--- config.mk ---
export PLATFORM = sky130hd
export DESIGN_NAME = tbw_host
export DESIGN_NICKNAME = d
export VERILOG_FILES = /design/src/pkg/tbw_pkg.sv /design/src/core/tbw_host.sv /design/src/core/tbw_sync.sv
export SDC_FILE = /design/constraint.sdc
export NUM_CORES = 1
export LEC_CHECK = 0
export ABC_AREA = 1
export BUFFER_PORTS_ARGS = -buffer_cell sky130_fd_sc_hd__buf_2
export CORE_MARGIN = 2
export CORE_UTILIZATION = 50
export CTS_BUF_LIST = sky130_fd_sc_hd__clkbuf_16
export DETAILED_ROUTE_END_ITERATION = 8
export PLACE_DENSITY = 0.73
export SLEW_MARGIN = 20
export SYNTH_ARGS = -nofsm -noshare
export SYNTH_HDL_FRONTEND = slang
export SYNTH_SLANG_ARGS = --single-unit
export TNS_END_PERCENT = 20
--- constraint.sdc ---
create_clock -name clk -period 3.89 [get_ports clk]
set_input_delay 0.778 -clock clk [delete_from_list [all_inputs] [get_ports clk]]
set_output_delay 0.778 -clock clk [all_outputs]
set_load 0.005 [all_outputs]
--- src/pkg/tbw_pkg.sv ---
// Purpose: Shared constants and carrier types for the byte-wide memory host.
// Assumes: 100 MHz clock, 8K x 8 device, open-drain ready/busy line.
// Notes: Times are kept in their own units; cycle counts derive from them.
package tbw_pkg;
   localparam int CLK_MHZ = 100;
   localparam int ADDR_W = 13;
   localparam int DATA_W = 8;
   localparam int COL_W = 5;
   // Timing figures in ns or us, as printed.
   localparam int WR_PULSE_NS = 150;
   localparam int NOISE_PULSE_NS = 20;
   localparam int SETUP_NS = 10;
   localparam int HOLD_NS = 70;
   localparam int READ_ACCESS_NS = 350;
   localparam int BUSY_ASSERT_DELAY_NS = 120;
   localparam int READ_RECOVERY_DELAY_US = 10;
   localparam int LATE_DATA_LIMIT_US = 1;
   localparam int BYTE_PROGRAM_DURATION_STD_US = 10000;
   localparam int BYTE_PROGRAM_DURATION_FAST_US = 2000;
   // Cycle counts: least times round up.
   localparam int WR_PULSE_CYC = (WR_PULSE_NS * CLK_MHZ + 999) / 1000;
   localparam int SETUP_CYC = (SETUP_NS * CLK_MHZ + 999) / 1000;
   localparam int HOLD_CYC = (HOLD_NS * CLK_MHZ + 999) / 1000;
   localparam int READ_CYC = (READ_ACCESS_NS * CLK_MHZ + 999) / 1000 + 2;
   localparam int BUSY_WAIT_CYC =
      (BUSY_ASSERT_DELAY_NS * CLK_MHZ + 999) / 1000 + 3;
   localparam int RECOVERY_CYC = READ_RECOVERY_DELAY_US * CLK_MHZ;
   localparam int STD_CYC = BYTE_PROGRAM_DURATION_STD_US * CLK_MHZ;
   localparam int FAST_CYC = BYTE_PROGRAM_DURATION_FAST_US * CLK_MHZ;
   localparam int CNT_W = 21;
   localparam logic [CNT_W-1:0] CNT_ZERO = 21'h00_0000;
   typedef struct packed {
      logic ce_n;
      logic oe_n;
      logic we_n;
      logic [ADDR_W-1:0] addr;
      logic [DATA_W-1:0] dq_o;
      logic dq_oe;
   } tbw_pins_t;
   typedef struct packed {
      logic write;
      logic [ADDR_W-1:0] addr;
      logic [DATA_W-1:0] wdata;
   } tbw_req_t;
endpackage : tbw_pkg

--- src/core/tbw_host.sv ---
// Purpose: Host controller driving a self-timed byte-write memory by pins.
// Assumes: One request at a time; fast_mode chosen per device variant.
// Notes: Ready/busy is polled, with the full write time as fallback.
`timescale 1ns/1ns
module tbw_host (
   input wire logic clk,
   input wire logic rst,
   input wire logic fast_mode,
   input wire logic req_valid,
   input wire tbw_pkg::tbw_req_t req,
   output logic req_ready,
   output logic rsp_valid,
   output logic [tbw_pkg::DATA_W-1:0] rsp_rdata,
   output logic rsp_timeout,
   output tbw_pkg::tbw_pins_t pins,
   input wire logic [tbw_pkg::DATA_W-1:0] dq_i,
   input wire logic rdy_i
);
   // ----------------------------------------------------------------
   // State and storage.
   // ----------------------------------------------------------------
   typedef enum logic [7:0] {
      ST_IDLE = 8'b0000_0001,
      ST_WSET = 8'b0000_0010,
      ST_WPUL = 8'b0000_0100,
      ST_WHLD = 8'b0000_1000,
      ST_BUSY = 8'b0001_0000,
      ST_RECV = 8'b0010_0000,
      ST_READ = 8'b0100_0000,
      ST_RDON = 8'b1000_0000
   } tbw_state_t;
   tbw_state_t state_reg, state_next;
   logic [tbw_pkg::CNT_W-1:0] cnt_reg, cnt_next;
   logic [tbw_pkg::CNT_W-1:0] elapsed_reg, elapsed_next;
   logic seen_busy_reg, seen_busy_next;
   tbw_pkg::tbw_pins_t pins_reg, pins_next;
   logic ready_reg, ready_next;
   logic rvalid_reg, rvalid_next;
   logic tmo_reg, tmo_next;
   logic [tbw_pkg::DATA_W-1:0] rdata_reg, rdata_next;
   logic [tbw_pkg::DATA_W-1:0] dq_s;
   logic rdy_s;
   logic [tbw_pkg::CNT_W-1:0] wc_cyc;
   // ----------------------------------------------------------------
   // Pin synchronisers.
   // ----------------------------------------------------------------
   tbw_sync #(.W(tbw_pkg::DATA_W), .INIT(8'h00)) u_dq_sync (
      .clk(clk),
      .rst(rst),
      .d(dq_i),
      .q(dq_s)
   );
   tbw_sync #(.W(1), .INIT(1'b1)) u_rdy_sync (
      .clk(clk),
      .rst(rst),
      .d(rdy_i),
      .q(rdy_s)
   );
   assign wc_cyc = fast_mode ? tbw_pkg::CNT_W'(tbw_pkg::FAST_CYC)
                             : tbw_pkg::CNT_W'(tbw_pkg::STD_CYC);
   // ----------------------------------------------------------------
   // Next-state logic.
   // ----------------------------------------------------------------
   always_comb begin
      state_next = state_reg;
      cnt_next = cnt_reg;
      elapsed_next = elapsed_reg;
      seen_busy_next = seen_busy_reg;
      pins_next = pins_reg;
      ready_next = 1'b0;
      rvalid_next = 1'b0;
      tmo_next = tmo_reg;
      rdata_next = rdata_reg;
      if (cnt_reg != tbw_pkg::CNT_ZERO) begin
         cnt_next = cnt_reg - 1'b1;
      end
      unique case (state_reg)
         ST_IDLE: begin
            ready_next = 1'b1;
            if (req_valid && ready_reg) begin
               ready_next = 1'b0;
               pins_next.addr = req.addr;
               pins_next.ce_n = 1'b0;
               if (req.write) begin
                  pins_next.oe_n = 1'b1;
                  pins_next.dq_o = req.wdata;
                  pins_next.dq_oe = 1'b1;
                  cnt_next = tbw_pkg::CNT_W'(tbw_pkg::SETUP_CYC);
                  state_next = ST_WSET;
               end else begin
                  pins_next.we_n = 1'b1;
                  pins_next.oe_n = 1'b0;
                  pins_next.dq_oe = 1'b0;
                  cnt_next = tbw_pkg::CNT_W'(tbw_pkg::READ_CYC);
                  state_next = ST_READ;
               end
            end
         end
         ST_WSET: begin
            if (cnt_reg == tbw_pkg::CNT_ZERO) begin
               pins_next.we_n = 1'b0;
               cnt_next = tbw_pkg::CNT_W'(tbw_pkg::WR_PULSE_CYC);
               state_next = ST_WPUL;
            end
         end
         ST_WPUL: begin
            if (cnt_reg == tbw_pkg::CNT_ZERO) begin
               pins_next.we_n = 1'b1;
               cnt_next = tbw_pkg::CNT_W'(tbw_pkg::HOLD_CYC);
               state_next = ST_WHLD;
            end
         end
         ST_WHLD: begin
            if (cnt_reg == tbw_pkg::CNT_ZERO) begin
               pins_next.ce_n = 1'b1;
               pins_next.dq_oe = 1'b0;
               elapsed_next = tbw_pkg::CNT_ZERO;
               seen_busy_next = 1'b0;
               state_next = ST_BUSY;
            end
         end
         ST_BUSY: begin
            elapsed_next = elapsed_reg + 1'b1;
            if (!rdy_s) begin
               seen_busy_next = 1'b1;
            end
            if ((seen_busy_reg && rdy_s) || elapsed_reg >= wc_cyc) begin
               tmo_next = !seen_busy_reg;
               cnt_next = tbw_pkg::CNT_W'(tbw_pkg::RECOVERY_CYC);
               state_next = ST_RECV;
            end
         end
         ST_RECV: begin
            if (cnt_reg == tbw_pkg::CNT_ZERO) begin
               rvalid_next = 1'b1;
               state_next = ST_IDLE;
            end
         end
         ST_READ: begin
            if (cnt_reg == tbw_pkg::CNT_ZERO) begin
               rdata_next = dq_s;
               tmo_next = 1'b0;
               pins_next.oe_n = 1'b1;
               pins_next.ce_n = 1'b1;
               state_next = ST_RDON;
            end
         end
         ST_RDON: begin
            rvalid_next = 1'b1;
            state_next = ST_IDLE;
         end
      endcase
   end
   // ----------------------------------------------------------------
   // Registers.
   // ----------------------------------------------------------------
   always_ff @(posedge clk or posedge rst) begin
      if (rst) begin
         state_reg <= ST_IDLE;
         cnt_reg <= tbw_pkg::CNT_ZERO;
         elapsed_reg <= tbw_pkg::CNT_ZERO;
         seen_busy_reg <= 1'b0;
         pins_reg <= '{ce_n: 1'b1, oe_n: 1'b1, we_n: 1'b1,
                        addr: 13'h0000, dq_o: 8'h00, dq_oe: 1'b0};
         ready_reg <= 1'b0;
         rvalid_reg <= 1'b0;
         tmo_reg <= 1'b0;
         rdata_reg <= 8'h00;
      end else begin
         state_reg <= state_next;
         cnt_reg <= cnt_next;
         elapsed_reg <= elapsed_next;
         seen_busy_reg <= seen_busy_next;
         pins_reg <= pins_next;
         ready_reg <= ready_next;
         rvalid_reg <= rvalid_next;
         tmo_reg <= tmo_next;
         rdata_reg <= rdata_next;
      end
   end
   assign pins = pins_reg;
   assign req_ready = ready_reg;
   assign rsp_valid = rvalid_reg;
   assign rsp_rdata = rdata_reg;
   assign rsp_timeout = tmo_reg;
endmodule : tbw_host

--- src/core/tbw_sync.sv ---
// Purpose: Two-flop synchroniser for an asynchronous pin level.
// Assumes: Single clock domain on the reading side.
// Notes: Only the second stage is read by other logic.
`timescale 1ns/1ns
module tbw_sync #(
   parameter int W = 1,
   parameter logic [W-1:0] INIT = '0
) (
   input wire logic clk,
   input wire logic rst,
   input wire logic [W-1:0] d,
   output logic [W-1:0] q
);
   logic [W-1:0] meta_reg;
   always_ff @(posedge clk or posedge rst) begin
      if (rst) begin
         meta_reg <= INIT;
         q <= INIT;
      end else begin
         meta_reg <= d;
         q <= meta_reg;
      end
   end
endmodule : tbw_sync

Word level (Yosys, flattened, before mapping)

Index checks and enable logic that the tools add are counted.

Output and inout port bits: 36
Flip-flop bits (word level): 105
Bits of input ports: 35
Logic and storage cells: 99

Reductions and logical operators: 23
Add/sub/neg operators: 2
Eq/ne operators: 17
Muxes and demuxes: 38
$lt $le $gt $ge: 1

Operator list:

| cell                                               | count |
|---|---|
| 2-to-1 mux 21 bit                                  | 6 |
| case mux 21 bit (4 select lines)                   | 1 |
| 2-to-1 mux 8 bit                                   | 8 |
| case mux 8 bit (8 select lines)                    | 1 |
| case mux 21 bit (2 select lines)                   | 1 |
| 2-to-1 mux 25 bit                                  | 1 |
| adder 21 x 1 -> 21 bit, second input constant      | 1 |
| >= comparator 21 x 20 -> 1 bit                     | 1 |
| logical NOT 21 bit                                 | 1 |
| nonzero test 21 bit                                | 1 |
| subtractor 21 x 1 -> 21 bit, second input constant | 1 |
| 2-to-1 mux 20 bit                                  | 1 |
| != test 2 bit, second input constant               | 9 |
| AND reduction 3 bit                                | 5 |
| case mux 1 bit (2 select lines)                    | 5 |
| 2-to-1 mux 1 bit                                   | 9 |
| == test 8 x 1 -> 1 bit, second input constant      | 1 |
| == test 8 x 2 -> 1 bit, second input constant      | 1 |
| == test 8 x 3 -> 1 bit, second input constant      | 1 |
| == test 8 x 4 -> 1 bit, second input constant      | 1 |
| == test 8 x 5 -> 1 bit, second input constant      | 1 |
| == test 8 x 6 -> 1 bit, second input constant      | 1 |
| == test 8 x 7 -> 1 bit, second input constant      | 1 |
| == test 8 bit, second input constant               | 1 |
| other kinds (13)                                   | 21 |

Logic depth before layout (Yosys ltp)

Word-level depth: 5
Gate-level depth with buffers: 12
Mapped depth without buffers: 12

By module

Synthesis repeated with hierarchy kept, for this count alone.

Cell total of the unflattened synthesis: 658
Area, all modules: 5,371.4 um^2

By module, submodules not included:

| module                | seq. area each (um^2) | cells an instance | area each (um^2) | instances |
|---|---|---|---|---|
| tbw_host              | 2,182.1               | 638               | 4,911.0          | 1 |
| tbw_sync (u_dq_sync)  | 400.4                 | 17                | 404.1            | 1 |
| tbw_sync (u_rdy_sync) | 52.6                  | 3                 | 56.3             | 1 |

Worst setup path after synthesis

OpenSTA, ideal clock, no wires.

Kind: input to register
Start: input port fast_mode
End: register cnt_reg[15] (netlist bit)
Stages: 11
Setup time: 113 ps
Path buffers: 1
Arrival: 1,900 ps
Slack: 1,877 ps
Cells stage by stage: ha_1 -> inv_1 -> nor2_1 -> nand3_1 -> nor2_1 -> nand2_1 -> nand4_2 -> buf_2 -> nand3_1 -> nand2_1 -> inv_1

Cells in the longest elaborated chain, start to end: 5

RTL lines:

| element                          | RTL line        | text |
|---|---|---|
| start, declared                  | tbw_host.sv:8   | `input wire logic fast_mode,` |
| 2-to-1 mux 20 bit                | tbw_host.sv:59  | `assign wc_cyc = fast_mode ? tbw_pkg::CNT_W'(tbw_pkg::FAST_CYC)` |
| >= comparator 21 x 20 -> 1 bit   | tbw_host.sv:127 | `if ((seen_busy_reg && rdy_s) \|\| elapsed_reg >= wc_cyc) begin` |
| logical OR 1 bit                 | tbw_host.sv:127 |  |
| 2-to-1 mux 21 bit                | tbw_host.sv:127 |  |
| case mux 21 bit (4 select lines) | tbw_host.sv:77  | `unique case (state_reg)` |
| net cnt_next, one bit            | tbw_host.sv:33  | `logic [tbw_pkg::CNT_W-1:0] cnt_reg, cnt_next;` |
| end signal, assigned             | tbw_host.sv:160 | `cnt_reg <= tbw_pkg::CNT_ZERO;` |
| end signal, assigned             | tbw_host.sv:171 | `cnt_reg <= cnt_next;` |
| end, declared                    | tbw_host.sv:33  |  |

The timed path passes the listed nets, and every way through them passes these cells.
A chain may end at the register's enable or synchronous reset.

Final worst setup path

Start: register state_reg[3]
End: register seen_busy_reg

Cells in the longest elaborated chain, start to end: 3
Elaborated cells between the ends (all ways): 7

RTL lines:

| element                                                          | RTL line        | text |
|---|---|---|
| start, declared                                                  | tbw_host.sv:32  | `tbw_state_t state_reg, state_next;` |
| start signal, assigned                                           | tbw_host.sv:170 | `state_reg <= state_next;` |
| == test 8 x 5 -> 1 bit or == test 8 x 4 -> 1 bit (tied branches) | tbw_host.sv:77  |  |
| != test 2 bit (no line) or nonzero test 2 bit (tied branches)    | --              |  |
| AND reduction 3 bit (no line)                                    | --              |  |
| end signal, assigned                                             | tbw_host.sv:173 | `seen_busy_reg <= seen_busy_next;` |
| end, declared                                                    | tbw_host.sv:35  | `logic seen_busy_reg, seen_busy_next;` |

Several ways; a longest one is shown, not always the timed one.

==> metrics.txt <==
outcome=finished clean; crit path cell chain=nor2_2 -> nand2_1 -> nor2_4 -> inv_2 -> nand2_1 -> nand2_4 -> inv_4 -> nand2_1 -> o21a_1; RSZ-0062 raised after global routing=false; Congestion Overflow GR=0; Peak VDD IR=344 uV; post-cts hold buffer count=0; FF+latch area=2640 um^2; Post-CTS Resized=0; largest net degree at the start of global routing=48; cell count after synthesis=667; number of synthesized flops with an enable pin=0; Synthesized Nets=714; Fmax=445 MHz; crit end category=register; Clock Tree Root=clkbuf_16; final setup vio count=0; H-tree depth=3; max reg flops=25; Final Critical Period=2.25 ns; die area=11900 um^2; hold path start=u_dq_sync.meta_reg[4]; most common cell after layout, fill and taps aside=nand2_1; Hold WS=0.350 ns; FP Rows=38; worst flop-to-flop path startpoint=state_reg[3]; Final Hold Violating Endpoints=0; Remaining DRCs=0; cts bufs inserted=9; post-synthesis sequential area ratio=47.9%; Worst Path Required=4.14 ns; Min-Delay Endpoint=u_dq_sync.q[4]; clk slew on worst S/H paths=0.07 ns; fin crit share=57.8%; GP Congestion=0.880; number of fill cells in the layout=944; hold path depth=0; post-DP HPWL=9010 um; post-detailed-route count of antenna-violating nets=0; routed len/inst=13.9 um; R2R depth=9; Max Cap Violations=0; DRT Wirelength=12300 um; Crit path largest cell delay=0.41 ns; relative slew slack=53.5%; syn avg cell area=8.24 um^2; fraction of layout cells with a size suffix above 1=18.7%; CTS tree=done; initial core utilization=51.0%; setup repair bufs after CTS=0; most frequent CP cell=nand2_1; vias in the first global route=4498; Area Growth Syn to Fin=14.4%; initial antenna violation count=0; Via density=5.19; # IOs=71; Layout Nets=789; Slew Viols, Final=0; Slew @ Worst Pin=0.697 ns; R2R Path End=seen_busy_reg; Inserted Diodes=0; Initial DRT Pass Iterations=5; Pwr Density=595 nW/um^2; WP data arrival=2.49 ns; core area=10800 um^2; YS warnings=0; worst-path cell with the longest stage delay=dfrtp_1; Worst setup SP type=register; commonest cells after routing, fill and taps aside=194 x nand2_1, 99 x dfrtp_1, 78 x nor2_1, 70 x buf_2, 67 x inv_1; Total Neg Setup Slack=0 ns; LEAKAGE=0.00338 uW; Clock Tree Buf Depth=2; input/output buffers=70; Starting DRT DRC Count=260; Die H=109 um; # clock sinks=105; Async S/R FF share, synth=100%; Synth Cell Area=5500 um^2; crit-path max FO=16; first-pass GRT wire length=20600 um; GRT Util Overall=22.1%; critical path class=reg -> reg; Final Skew=0.0120 ns; post-synthesis register bit count=105; Hold Path Class=reg -> reg; Vias=4603; internal reg-to-reg setup slack=1.64 ns; Top FF cell, synth=dfrtp_1; chip width=109 um; Netlist cell types=38; worst-skew pair later-pin latency=0.35 ns; area of the multi-input gates=2520 um^2
[final cells by class]
type | count | share of cell area, %
clock buffer | 9 | 3.58
clock inverter | 7 | 1.19
inverter | 76 | 4.61
multi-input combinational | 478 | 40.1
sequential | 105 | 41.9
tap | 140 | 2.78
timing repair buffer | 72 | 5.81
[critical path, delay by kind of cell, from the launching register on]
kind / cells / cell delay [ns]
compound gates: 1 / 0.12
buf+inv: 2 / 0.43
flops: 1 / 0.41
simple gates: 6 / 1.17
[routing by layer]
metal	vias up	global-route usage, %	wire (um)
met5	-	0	0
li1	2265	-	-
met2	113	37.3	6170
met4	0	7.97	203
met3	17	5.02	580
met1	2208	27.8	5360
[synthesized netlist by cell type, types with 4 or more instances]
library cell,n,share of area (%)
nor2_2,9,1.0
a21oi_1,10,0.91
nand3_1,49,4.5
mux2_1,8,1.6
inv_1,68,4.6
inv_2,6,0.41
dfrtp_1,99,45
o21ai_0,21,1.9
nor2_1,78,5.3
nand2_2,8,0.91
nand4_1,9,1.0
nand2_4,4,0.82
ha_1,12,2.7
buf_2,5,0.45
nand2_1,194,13
xnor2_1,11,1.8
o22ai_1,8,0.91
nor2_4,8,1.6
dfstp_2,6,2.9
xor2_1,17,2.7
nor3_1,8,0.73
[worst max-delay path by stage]
stage / from / to / slack (ns)
after floorplan: rst / cnt_reg[0] / 0.36
after global placement: fast_mode / cnt_reg[19] / 1.48
after detailed placement: fast_mode / cnt_reg[18] / 1.42
after CTS: state_reg[3] / seen_busy_reg / 1.65
after global routing: state_reg[3] / seen_busy_reg / 1.45
final: state_reg[3] / seen_busy_reg / 1.64
[per-stage QoR]
stage / worst slack [ns] / area (um^2) / instances / utilization [%] / power (uW)
2_1_floorplan: 0.361 / 5500 / 667 / - / 2500
3_3_place_gp: 1.48 / 5990 / 871 / 55.5 / 2780
3_5_place_dp: 1.42 / 5990 / 871 / 55.5 / 2830
6_report: 1.64 / 6290 / 887 / 58.3 / 3740
4_1_cts: 1.65 / 6290 / 887 / 58.3 / 3760
5_1_grt: 1.45 / 6290 / 887 / 58.3 / 4010
[report_power, final]
group	internal, uW	switching [uW]
sequential	1280	155
clock	504	412
combinational	502	892
[cell families after synthesis]
logic type | Yosys count | share of synthesized area (%)
compound gates | 48 | 4.85
xor+xnor | 28 | 4.46
fa+ha+maj | 12 | 2.73
buf+inv | 84 | 6.17
flops | 105 | 47.9
mux | 8 | 1.64
simple gates | 382 | 32.2
Power figures use the tool's default switching activity.
